File: config.mk
export PLATFORM = sky130hd
export DESIGN_NAME = pced_top
export DESIGN_NICKNAME = d
export VERILOG_FILES = /design/src/hw/pced_pkg.sv /design/src/hw/pced_top.sv
export SDC_FILE = /design/constraint.sdc
export NUM_CORES = 1
export LEC_CHECK = 0
export BUFFER_PORTS_ARGS = -buffer_cell sky130_fd_sc_hd__buf_2
export CAP_MARGIN = 20
export CORE_MARGIN = 2
export CORE_UTILIZATION = 40
export CTS_CLUSTER_DIAMETER = 150
export DETAILED_ROUTE_END_ITERATION = 12
export PLACE_DENSITY = 0.75
export RECOVER_POWER = 25
export SLEW_MARGIN = 20
export SYNTH_ARGS = -nofsm -noshare
export SYNTH_HDL_FRONTEND = slang
export SYNTH_SLANG_ARGS = --single-unit
File: constraint.sdc
create_clock -name pclk -period 3.2 [get_ports pclk]
set_clock_uncertainty 0.05 [all_clocks]
set_input_delay 0.48 -clock pclk [delete_from_list [all_inputs] [get_ports pclk]]
set_output_delay 0.48 -clock pclk [all_outputs]
set_load 0.05 [all_outputs]
File: src/hw/pced_pkg.sv
package pced_pkg;
  // ==========================================================
  // register offsets (byte addresses)
  localparam logic [11:0] ADDR_A_RISE = 12'h000;
  localparam logic [11:0] ADDR_A_FALL = 12'h004;
  localparam logic [11:0] ADDR_A_FLAGS = 12'h008;
  localparam logic [11:0] ADDR_B_RISE = 12'h00c;
  localparam logic [11:0] ADDR_B_FALL = 12'h010;
  localparam logic [11:0] ADDR_B_FLAGS = 12'h014;
  localparam logic [11:0] ADDR_CTRL = 12'h018;
  localparam logic [11:0] ADDR_IRQ_STAT = 12'h01c;
  localparam logic [11:0] ADDR_IRQ_MASK = 12'h020;
  // ==========================================================
  // field layouts
  localparam logic [7:0] A_IMPL = 8'h3f;
  localparam logic [7:0] B_IMPL = 8'hf0;
  localparam int CTRL_MASTER_BIT = 0;
  localparam int STAT_SUMMARY_BIT = 0;
  localparam int STAT_WAKE_BIT = 1;
  localparam int STAT_W = 2;
  // ==========================================================
  // reset values
  localparam logic [7:0] REG_RESET = 8'h00;
  localparam logic [STAT_W-1:0] STAT_RESET = 2'h0;
endpackage

File: src/hw/pced_top.sv
// The implementer's own choices: the APB register port and the address map.
`timescale 1ns/100ps
`default_nettype none
module pced_top #(
  parameter int PIN_W = 8
) (
  input wire logic pclk,
  input wire logic presetn,
  input wire logic psel,
  input wire logic penable,
  input wire logic pwrite,
  input wire logic [11:0] paddr,
  input wire logic [31:0] pwdata,
  input wire logic [3:0] pstrb,
  output logic [31:0] prdata,
  output logic pready,
  output logic pslverr,
  input wire logic [PIN_W-1:0] port_a_pin,
  input wire logic [PIN_W-1:0] port_b_pin,
  output logic pin_change_summary_flag,
  output logic pin_change_irq,
  output logic wake_request,
  output logic irq
);

  // ==========================================================
  // parameter check
  if (PIN_W != 8) begin : g_bad_width
    $error("pced_top: PIN_W must be 8");
  end

  // ==========================================================
  // apb decode
  wire logic acc_phase;
  wire logic wr_en;
  wire logic lane0;
  wire logic [7:0] wbyte;
  wire logic hit_a_rise, hit_a_fall, hit_a_flags;
  wire logic hit_b_rise, hit_b_fall, hit_b_flags;
  wire logic hit_ctrl, hit_stat, hit_mask;
  wire logic hit_any;
  assign acc_phase = psel && penable;
  assign wr_en = acc_phase && pwrite;
  assign lane0 = pstrb[0];
  assign wbyte = pwdata[7:0];
  assign hit_a_rise = paddr == pced_pkg::ADDR_A_RISE;
  assign hit_a_fall = paddr == pced_pkg::ADDR_A_FALL;
  assign hit_a_flags = paddr == pced_pkg::ADDR_A_FLAGS;
  assign hit_b_rise = paddr == pced_pkg::ADDR_B_RISE;
  assign hit_b_fall = paddr == pced_pkg::ADDR_B_FALL;
  assign hit_b_flags = paddr == pced_pkg::ADDR_B_FLAGS;
  assign hit_ctrl = paddr == pced_pkg::ADDR_CTRL;
  assign hit_stat = paddr == pced_pkg::ADDR_IRQ_STAT;
  assign hit_mask = paddr == pced_pkg::ADDR_IRQ_MASK;
  assign hit_any = hit_a_rise | hit_a_fall | hit_a_flags | hit_b_rise |
    hit_b_fall | hit_b_flags | hit_ctrl | hit_stat | hit_mask;

  // ==========================================================
  // registers
  logic [7:0] a_rise, a_fall, a_flags;
  logic [7:0] b_rise, b_fall, b_flags;
  logic master_en;
  logic [pced_pkg::STAT_W-1:0] stat, mask;

  // ==========================================================
  // pin synchronisers and edge detection
  logic [7:0] a_s1, a_s2, a_prev, b_s1, b_s2, b_prev;
  logic [2:0] prime;
  always_ff @(posedge pclk or negedge presetn) begin
    if (!presetn) begin
      a_s1 <= 8'h00;
      a_s2 <= 8'h00;
      a_prev <= 8'h00;
      b_s1 <= 8'h00;
      b_s2 <= 8'h00;
      b_prev <= 8'h00;
      prime <= 3'h0;
    end else begin
      prime <= {prime[1:0], 1'b1};
      a_s1 <= port_a_pin;
      a_s2 <= a_s1;
      a_prev <= a_s2;
      b_s1 <= port_b_pin;
      b_s2 <= b_s1;
      b_prev <= b_s2;
    end
  end

  wire logic [7:0] a_hit, b_hit;
  genvar gi;
  generate
    for (gi = 0; gi < 8; gi++) begin : g_edge
      // either enabled direction sets the flag
      assign a_hit[gi] = pced_pkg::A_IMPL[gi] && prime[2] &&
        ((a_rise[gi] && a_s2[gi] && !a_prev[gi]) ||
         (a_fall[gi] && !a_s2[gi] && a_prev[gi]));
      assign b_hit[gi] = pced_pkg::B_IMPL[gi] && prime[2] &&
        ((b_rise[gi] && b_s2[gi] && !b_prev[gi]) ||
         (b_fall[gi] && !b_s2[gi] && b_prev[gi]));
    end
  endgenerate

  // ==========================================================
  // next values
  wire logic [7:0] a_clr, b_clr;
  wire logic [7:0] next_a_flags, next_b_flags;
  wire logic next_summary;
  wire logic next_pc_irq;
  wire logic [pced_pkg::STAT_W-1:0] stat_set, stat_clr, next_stat;
  assign a_clr = (wr_en && lane0 && hit_a_flags) ? ~wbyte : 8'h00;
  assign b_clr = (wr_en && lane0 && hit_b_flags) ? ~wbyte : 8'h00;
  // hardware set beats the software clear
  assign next_a_flags = ((a_flags & ~a_clr) | a_hit) & pced_pkg::A_IMPL;
  assign next_b_flags = ((b_flags & ~b_clr) | b_hit) & pced_pkg::B_IMPL;
  assign next_summary = |{next_a_flags, next_b_flags};
  // detection runs regardless, request gated
  assign next_pc_irq = master_en && next_summary;
  assign stat_set = {next_pc_irq && !wake_request, |{a_hit, b_hit}};
  assign stat_clr = (wr_en && lane0 && hit_stat) ?
    wbyte[pced_pkg::STAT_W-1:0] : pced_pkg::STAT_RESET;
  assign next_stat = (stat & ~stat_clr) | stat_set;

  // ==========================================================
  // register writes
  always_ff @(posedge pclk or negedge presetn) begin
    if (!presetn) begin
      a_rise <= pced_pkg::REG_RESET;
      a_fall <= pced_pkg::REG_RESET;
      b_rise <= pced_pkg::REG_RESET;
      b_fall <= pced_pkg::REG_RESET;
      master_en <= 1'b0;
      mask <= pced_pkg::STAT_RESET;
    end else if (wr_en && lane0) begin
      if (hit_a_rise) a_rise <= wbyte & pced_pkg::A_IMPL;
      if (hit_a_fall) a_fall <= wbyte & pced_pkg::A_IMPL;
      if (hit_b_rise) b_rise <= wbyte & pced_pkg::B_IMPL;
      if (hit_b_fall) b_fall <= wbyte & pced_pkg::B_IMPL;
      if (hit_ctrl) master_en <= wbyte[pced_pkg::CTRL_MASTER_BIT];
      if (hit_mask) mask <= wbyte[pced_pkg::STAT_W-1:0];
    end
  end

  // flags update every cycle, sleep or not
  always_ff @(posedge pclk or negedge presetn) begin
    if (!presetn) begin
      a_flags <= pced_pkg::REG_RESET;
      b_flags <= pced_pkg::REG_RESET;
      pin_change_summary_flag <= 1'b0;
      pin_change_irq <= 1'b0;
      wake_request <= 1'b0;
      stat <= pced_pkg::STAT_RESET;
      irq <= 1'b0;
    end else begin
      a_flags <= next_a_flags;
      b_flags <= next_b_flags;
      pin_change_summary_flag <= next_summary;
      pin_change_irq <= next_pc_irq;
      wake_request <= next_pc_irq;
      stat <= next_stat;
      irq <= |(next_stat & mask);
    end
  end

  // ==========================================================
  // read mux
  logic [7:0] rd_byte;
  always_comb begin
    rd_byte = 8'h00;
    if (hit_a_rise) rd_byte = a_rise;
    if (hit_a_fall) rd_byte = a_fall;
    if (hit_a_flags) rd_byte = a_flags;
    if (hit_b_rise) rd_byte = b_rise;
    if (hit_b_fall) rd_byte = b_fall;
    if (hit_b_flags) rd_byte = b_flags;
    if (hit_ctrl) rd_byte = {7'h00, master_en};
    if (hit_stat) rd_byte = {6'h00, stat};
    if (hit_mask) rd_byte = {6'h00, mask};
  end

  // registered answer: no wait state, pready is high in the first access cycle
  always_ff @(posedge pclk or negedge presetn) begin
    if (!presetn) begin
      prdata <= 32'h0000_0000;
      pready <= 1'b0;
      pslverr <= 1'b0;
    end else begin
      pready <= psel && !penable;
      pslverr <= psel && !penable && !hit_any;
      prdata <= (psel && !penable && !pwrite) ? {24'h000000, rd_byte} :
        32'h0000_0000;
    end
  end
endmodule // pced_top
`default_nettype wire

==> metrics.txt, run 1 <==
# TYPE chip_impl_metric gauge
chip_impl_info{name="status",value="finished, violations left"} 1
chip_impl_info{name="violations",value="capacitance limit, slew limit"} 1
chip_impl_info{name="synth_top_cells_by_count",value="dfrtp_1 (81), nand2_1 (29), buf_4 (25)"} 1
chip_impl_metric{name="critPathArrivalTime",unit="ns"} 2.76
chip_impl_metric{name="grt_max_degree",unit=""} 82
chip_impl_info{name="rsz0062_at_grt",value="false"} 1
chip_impl_info{name="worstHoldPathType",value="primary input to flip-flop"} 1
chip_impl_info{name="cp-end-kind",value="flip-flop"} 1
chip_impl_metric{name="fin_worst_hold_slack",unit="ns"} 0.176
chip_impl_metric{name="drv.max_cap_violation_count",unit=""} 1
chip_impl_metric{name="finalWirelength",unit="mm"} 7.31
chip_impl_metric{name="grt.total_usage",unit="%"} 16.2
chip_impl_metric{name="die_h",unit="µm"} 98.0
chip_impl_metric{name="num_rows",unit=""} 34
chip_impl_metric{name="wire_length_of_the_first_global_routing_pass",unit="mm"} 12.3
chip_impl_metric{name="crit_fanout",unit=""} 19
chip_impl_info{name="synth.top_cells.by_area",value="dfrtp_1 (57%), mux2_1 (5.7%), buf_4 (5.3%)"} 1
chip_impl_metric{name="synth-edff-count",unit=""} 0
chip_impl_metric{name="synth.yosys.warnings",unit=""} 0
chip_impl_metric{name="postSynthAreaPerCell",unit="µm²"} 11.8
chip_impl_metric{name="post_cts.repair.setup_buffers",unit=""} 0
chip_impl_metric{name="gp_congestion",unit=""} 0.834
chip_impl_metric{name="wl_per_cell",unit="µm"} 15.7
chip_impl_metric{name="total_of_flip_flops_plus_latches_after_synthesis",unit=""} 81
chip_impl_metric{name="final_net_count",unit=""} 421
chip_impl_metric{name="timing.critical_path.required",unit="ns"} 3.39
chip_impl_metric{name="layout_worst_path_cycle_share",unit="%"} 80.3
chip_impl_metric{name="htree_levels",unit=""} 3
chip_impl_metric{name="post_layout_nonfiller_instances",unit=""} 465
chip_impl_metric{name="power.density",unit="nW/µm²"} 491
chip_impl_info{name="timing_worst_setup_path_type",value="flip-flop to flip-flop"} 1
chip_impl_metric{name="initial_core_util",unit="%"} 40.9
chip_impl_metric{name="place.detailed.instances",unit=""} 449
chip_impl_metric{name="antenna_found_initial",unit=""} 0
chip_impl_metric{name="gr-total-overflow",unit=""} 0
chip_impl_metric{name="clkSlewWorstSetupHoldPaths",unit="ns"} 0.09
chip_impl_metric{name="first_global_vias",unit=""} 2524
chip_impl_info{name="netlist.top_cell.by_area",value="dfrtp_1"} 1
chip_impl_metric{name="cts_resized",unit=""} 0
chip_impl_metric{name="dieArea",unit="µm²"} 9600
chip_impl_metric{name="slew-limit-headroom",unit="%"} -27.6
chip_impl_metric{name="vdd_ir_drop_max",unit="mV"} 0.207
chip_impl_metric{name="syn_to_final_growth",unit="%"} 13.0
chip_impl_metric{name="via_count",unit=""} 2494
chip_impl_metric{name="io_pins",unit=""} 107
chip_impl_metric{name="cts-hold-fix-buffers",unit=""} 0
chip_impl_metric{name="leakage",unit="nW"} 1.79
chip_impl_info{name="yosysMostFrequentCell",value="dfrtp_1"} 1
chip_impl_metric{name="setup_viol",unit=""} 0
chip_impl_metric{name="drtPass1Iterations",unit=""} 4
chip_impl_metric{name="drc",unit=""} 0
chip_impl_info{name="timing.critical_path.from_type",value="flip-flop"} 1
chip_impl_metric{name="synth_area",unit="µm²"} 3530
chip_impl_metric{name="postLayoutCellArea",unit="µm²"} 3990
chip_impl_metric{name="dpl.hpwl",unit="mm"} 5.16
chip_impl_metric{name="clock_path_buffers",unit=""} 2
chip_impl_metric{name="drt_iter0_drc",unit=""} 212
chip_impl_info{name="tritoncts",value="built"} 1
chip_impl_metric{name="drive_gt1_share",unit="%"} 22.1
chip_impl_metric{name="clock_sink_count",unit=""} 81
chip_impl_info{name="postSynth.topFlopCell",value="dfrtp_1"} 1
chip_impl_metric{name="port-buffer-count",unit=""} 49
chip_impl_metric{name="final_max_slew_viol_count",unit=""} 82
chip_impl_metric{name="place_area",unit="µm²"} 3800
chip_impl_metric{name="n_diodes",unit=""} 0
chip_impl_info{name="clk_root_buffer_cell",value="clkbuf_8"} 1
chip_impl_metric{name="later_pin_clock_latency_in_the_skew_report",unit="ns"} 0.36
chip_impl_metric{name="max_slew.worst_pin.slew",unit="ns"} 1.91
chip_impl_metric{name="synth_seq_area_share",unit="%"} 57.4
chip_impl_metric{name="detail_route.vias_per_cell",unit=""} 5.36
chip_impl_metric{name="post_route_setup_tns",unit="ns"} 0
chip_impl_metric{name="ys_async_sr_fraction",unit="%"} 100
chip_impl_metric{name="antenna_violating_nets_post_route",unit=""} 0
chip_impl_metric{name="yosysTopAreaCellShare",unit="%"} 57.4
chip_impl_metric{name="clock.fmax",unit="GHz"} 0.389
chip_impl_metric{name="die_width",unit="µm"} 98.0
chip_impl_metric{name="tritoncts.num_buffers",unit=""} 9
chip_impl_metric{name="finalHoldViolCount",unit=""} 0
chip_impl_metric{name="final_period_minus_worst_setup_slack",unit="ns"} 2.57
chip_impl_metric{name="syn-instance-count",unit=""} 299
chip_impl_metric{name="core-area",unit="µm²"} 8640
chip_impl_metric{name="synthDistinctLibCells",unit=""} 47
==> report_power, final <==
group / switching, mW / internal, mW / leakage, nW / total [mW]
combinational: 0.121 / 0.0286 / 0.708 / 0.149
clock: 0.366 / 0.384 / 0.101 / 0.750
sequential: 0.0137 / 1.05 / 0.985 / 1.06
total: 0.500 / 1.46 / 1.79 / 1.96
==> area by class of cell <==
class | count | area [µm²]
clock inverter | 4 | 52.6
inverter | 3 | 11.3
timing repair buffer | 51 | 259
tap | 108 | 135
multi-input combinational | 206 | 1360
clock buffer | 12 | 145
fill | 811 | 4640
sequential | 81 | 2030
==> metal layers <==
layer  wire, µm  vias to the layer above  GRT usage [%]
li1           -                     1153              -
met1       3290                     1209           22.3
met2       3320                      112           24.0
met3        519                       20           3.51
met4        180                        0           8.65
met5          0                        -              0
==> placed cells by master (no fill, tap or decap), drive strengths merged, types with 4 or more instances in the layout <==
cell / netlist / routed
a21oi: 4 / 4
buf: 29 / 49
clkbuf: 3 / 14
conb: 2 / 25
dfrtp: 81 / 81
mux2: 23 / 23
nand2: 29 / 29
nand3: 12 / 12
nand3b: 5 / 5
nand4: 10 / 10
nand4b: 14 / 14
nor2: 16 / 16
nor3: 5 / 5
nor4: 7 / 7
nor4b: 4 / 4
o21ai: 20 / 20
==> path summary, 6_finish.rpt <==
path	from	end	slack, ns	depth (start not counted)
worst max-delay path	prime[2]	irq	0.63	6
worst min-delay path	port_a_pin[3]	a_s1[3]	0.18	1
worst max register to register	prime[2]	irq	0.63	6
worst min register to register	a_s1[0]	a_s2[0]	0.30	0
max in group asynchronous	presetn	pready	1.38	1
min in group asynchronous	presetn	b_s1[5]	0.61	1
==> state kept, by name (all words and copies together), names as in the netlist <==
register	flops
a_prev	6
b_prev	4
master_en	1
pin_change_summary_flag	1
b_rise	4
a_s1	6
b_flags	4
pready	1
mask	2
stat	2
a_rise	6
irq	1
a_flags	6
b_fall	4
prdata	8
a_s2	6
prime	3
b_s1	4
b_s2	4
wake_request	1
pslverr	1
a_fall	6
==> per-stage QoR <==
| stage | util, % | setup WS [ns] | power (mW) |
|---|---|---|---|
| finish | 46.2 | 0.631 | 1.96 |
| detailed placement | 44.0 | 0.562 | 1.23 |
| global placement | 44.0 | 0.608 | 1.23 |
| floorplan | - | 1.10 | 1.19 |
| CTS | 46.3 | 0.657 | 1.98 |
| global route | 46.2 | 0.496 | 2.03 |
==> worst max-delay path, stage by stage (launching register included) <==
cell and delay (ns):
dfrtp_1 0.63, nand4b_1 0.24, nand2_1 0.09, a2111oi_0 0.67, nand3_1 0.23, nor4_4 0.43
o31ai_1 0.12
==> cells by family after synthesis <==
group,Yosys count,synth area share (%)
DFF,81,57.4
buffers and inverters,35,6.52
AOI/OAI and AO/OA,43,7.79
muxes,24,7.61
and+or+nand+nor,114,20.5
other,2,0.213
(Power assumes the default switching activity.)
==> run 2, diff against run 1 <==
- ABC_AREA: unset -> 1
- PLACE_DENSITY: 0.75 -> 0.74
- clock period: 3.2 -> 2.7 ns (I/O delays scaled with it)
==> metrics.txt, run 2 <==
# TYPE chip_impl_metric gauge
chip_impl_metric{name="final_net_count",unit=""} 512
chip_impl_metric{name="drtPass1Iterations",unit=""} 5
chip_impl_metric{name="io_pins",unit=""} 107
chip_impl_metric{name="later_pin_clock_latency_in_the_skew_report",unit="ns"} 0.35
chip_impl_metric{name="setup_viol",unit=""} 0
chip_impl_metric{name="drive_gt1_share",unit="%"} 19.7
chip_impl_metric{name="htree_levels",unit=""} 3
chip_impl_metric{name="grt_max_degree",unit=""} 82
chip_impl_metric{name="r2r_cells",unit=""} 11
chip_impl_metric{name="drc",unit=""} 0
chip_impl_info{name="max_flop_register",value="prdata"} 1
chip_impl_info{name="rsz0062_at_grt",value="false"} 1
chip_impl_metric{name="place_worst_setup_slack",unit="ns"} 0.576
chip_impl_metric{name="holdPathStages",unit=""} 1
chip_impl_info{name="violations",value="capacitance limit, slew limit"} 1
chip_impl_metric{name="critPathArrivalTime",unit="ns"} 1.80
chip_impl_info{name="leading_cell_type_in_the_layout_fill_and_taps_excluded",value="dfrtp_1"} 1
chip_impl_metric{name="drv.max_cap_violation_count",unit=""} 1
chip_impl_metric{name="vdd_ir_drop_max",unit="mV"} 0.336
chip_impl_info{name="r2r-start",value="b_rise[7]"} 1
chip_impl_metric{name="finalWorstSetupSlack",unit="ns"} 0.926
chip_impl_metric{name="final_period_minus_worst_setup_slack",unit="ns"} 1.77
chip_impl_info{name="yosysMostFrequentCell",value="dfrtp_1"} 1
chip_impl_metric{name="synth_area",unit="µm²"} 3600
chip_impl_metric{name="syn-instance-count",unit=""} 388
chip_impl_metric{name="clock_path_buffers",unit=""} 2
chip_impl_metric{name="gr-total-overflow",unit=""} 0
chip_impl_metric{name="via_count",unit=""} 2690
chip_impl_info{name="tritoncts",value="built"} 1
chip_impl_info{name="status",value="finished, violations left"} 1
chip_impl_metric{name="largest_reg_flops",unit=""} 8
chip_impl_metric{name="leakage",unit="nW"} 1.98
chip_impl_metric{name="tritoncts.num_buffers",unit=""} 9
chip_impl_metric{name="synthDistinctLibCells",unit=""} 32
chip_impl_metric{name="place.detailed.instances",unit=""} 540
chip_impl_info{name="crit_chain",value="clkbuf_2"} 1
chip_impl_metric{name="post_layout_nonfiller_instances",unit=""} 555
chip_impl_metric{name="die_h",unit="µm"} 98.9
chip_impl_metric{name="die_width",unit="µm"} 98.9
chip_impl_metric{name="synth.yosys.warnings",unit=""} 0
chip_impl_metric{name="detail_route.vias_per_cell",unit=""} 4.85
chip_impl_metric{name="first_global_vias",unit=""} 2658
chip_impl_metric{name="layout_worst_path_cycle_share",unit="%"} 65.7
chip_impl_metric{name="post_route_setup_tns",unit="ns"} 0
chip_impl_metric{name="cts-hold-fix-buffers",unit=""} 0
chip_impl_info{name="min-delay-start",value="port_a_pin[5]"} 1
chip_impl_metric{name="finalHoldViolCount",unit=""} 0
chip_impl_metric{name="wire_length_of_the_first_global_routing_pass",unit="mm"} 12.7
chip_impl_info{name="worstHoldPathType",value="primary input to flip-flop"} 1
chip_impl_metric{name="synth_seq_area_share",unit="%"} 56.3
chip_impl_info{name="timing.critical_path.from_type",value="primary input"} 1
chip_impl_metric{name="postSynthAreaPerCell",unit="µm²"} 9.28
chip_impl_metric{name="reg2reg_slack",unit="ns"} 0.98
chip_impl_info{name="top_library_cells_by_usage_in_the_layout_fill_and_taps_aside",value="dfrtp_1 (81), nand2_1 (74), inv_1 (54)"} 1
chip_impl_metric{name="crit_fanout",unit=""} 81
chip_impl_metric{name="post_cts.repair.setup_buffers",unit=""} 0
chip_impl_metric{name="total_of_flip_flops_plus_latches_after_synthesis",unit=""} 81
chip_impl_metric{name="wl_per_cell",unit="µm"} 13.3
chip_impl_info{name="worst_path_dominant_cell_family",value="buffers and inverters"} 1
chip_impl_metric{name="final.fill_count",unit=""} 809
chip_impl_info{name="synth_top_cells_by_count",value="dfrtp_1 (81), nand2_1 (74), inv_1 (54)"} 1
chip_impl_metric{name="worstPathBufferInverterCount",unit=""} 1
chip_impl_metric{name="drt_iter0_drc",unit=""} 153
chip_impl_metric{name="dpl.hpwl",unit="mm"} 5.42
chip_impl_metric{name="initial_core_util",unit="%"} 41.3
chip_impl_metric{name="syn_to_final_growth",unit="%"} 13.3
chip_impl_info{name="postSynth.topFlopCell",value="dfrtp_1"} 1
chip_impl_metric{name="synth-edff-count",unit=""} 0
chip_impl_metric{name="dieArea",unit="µm²"} 9770
chip_impl_metric{name="antenna_violating_nets_post_route",unit=""} 0
chip_impl_metric{name="slew-limit-headroom",unit="%"} -28.6
chip_impl_metric{name="timing.critical_path.required",unit="ns"} 2.73
chip_impl_info{name="netlist.top_cell.by_area",value="dfrtp_1"} 1
chip_impl_metric{name="finalWirelength",unit="mm"} 7.40
chip_impl_info{name="r2r_end",value="irq"} 1
chip_impl_metric{name="grt.total_usage",unit="%"} 16.3
chip_impl_metric{name="clock.fmax",unit="GHz"} 0.564
chip_impl_info{name="timing_worst_setup_path_type",value="primary input to async pin"} 1
chip_impl_metric{name="max_slew.worst_pin.slew",unit="ns"} 1.93
chip_impl_metric{name="clkSlewWorstSetupHoldPaths",unit="ns"} 0.08
chip_impl_metric{name="core-area",unit="µm²"} 8720
chip_impl_info{name="synth.top_cells.by_area",value="dfrtp_1 (56%), nand2_1 (7.7%), o21ai_0 (5.7%)"} 1
chip_impl_metric{name="yosysTopAreaCellShare",unit="%"} 56.3
chip_impl_metric{name="cts_resized",unit=""} 0
chip_impl_info{name="clk_root_buffer_cell",value="clkbuf_8"} 1
chip_impl_metric{name="ys_async_sr_fraction",unit="%"} 100
chip_impl_metric{name="n_diodes",unit=""} 0
chip_impl_metric{name="gp_congestion",unit=""} 0.868
chip_impl_info{name="cp-end-kind",value="async pin"} 1
chip_impl_metric{name="final_max_slew_viol_count",unit=""} 82
chip_impl_metric{name="clock_sink_count",unit=""} 81
chip_impl_metric{name="max_stage_delay",unit="ns"} 1.36
chip_impl_metric{name="power.density",unit="nW/µm²"} 586
chip_impl_info{name="worst_hold_path.endpoint",value="a_s1[5]"} 1
chip_impl_metric{name="antenna_found_initial",unit=""} 1
chip_impl_metric{name="port-buffer-count",unit=""} 49
chip_impl_info{name="worst_path_slowest_cell",value="clkbuf_2"} 1
chip_impl_metric{name="num_rows",unit=""} 34
[run 2: cell count changes after synthesis, sizes merged, moves of 4 or more]
| cell | delta |
|---|---|
| mux2 | -23 |
| inv | +53 |
| nand3 | -4 |
| nor4 | -7 |
| nor2 | +24 |
| o211ai | +5 |
| a21boi | +4 |
| a21oi | +5 |
| nand2 | +51 |
| nand4b | -14 |
| o21ai | +21 |
| nor4b | -4 |
[run 2: cell type report]
class	instances	area, µm²	area share, %
repair buffers	50	253	6.20
clock buffers	12	145	3.56
flip-flops and latches	81	2030	49.7
multi-input cells	245	1240	30.5
inverters	56	210	5.15
clock inverters	3	65.1	1.60
well taps	108	135	3.31
[run 2: worst max path at each step]
stage	from	end	cells past startpoint
floorplan	paddr[7]	irq	14
global placement	penable	irq	13
detailed placement	paddr[7]	irq	15
CTS	paddr[7]	irq	15
global route	presetn	a_s2[1]	1
finish	presetn	a_rise[2]	1
[run 2: logic make-up after synthesis]
family                 share of synthesized area (%)
DFF                                             56.3
AOI/OAI and AO/OA                               11.8
muxes                                          0.278
other                                          0.209
buffers and inverters                           11.6
and+or+nand+nor                                 19.8
[run 2: stage by stage]
step                      total power, mW  area [µm²]  util [%]  hold WS, ns
after detailed placement             1.47        3870      44.4        0.285
final                                2.39        4080      46.8        0.110
after CTS                            2.41        4080      46.8        0.100
after global routing                 2.50        4080      46.8       0.0995
after global placement               1.46        3870      44.4        0.281
after floorplan                      1.42        3690         -       0.0594
[run 2: per-layer routing]
layer	wire length (µm)	track usage [%]	vias up
met2	3390	24.8	95
met4	130	7.17	2
met3	456	3.05	14
met1	3420	22.8	1273
li1	-	-	1306
met5	7	0	-
[run 2: where the power goes]
part	internal [mW]	switching, mW	leakage [nW]
Combinational	0.0362	0.150	0.890
Clock	0.541	0.407	0.106
Sequential	1.24	0.0148	0.980
Total	1.82	0.572	1.98
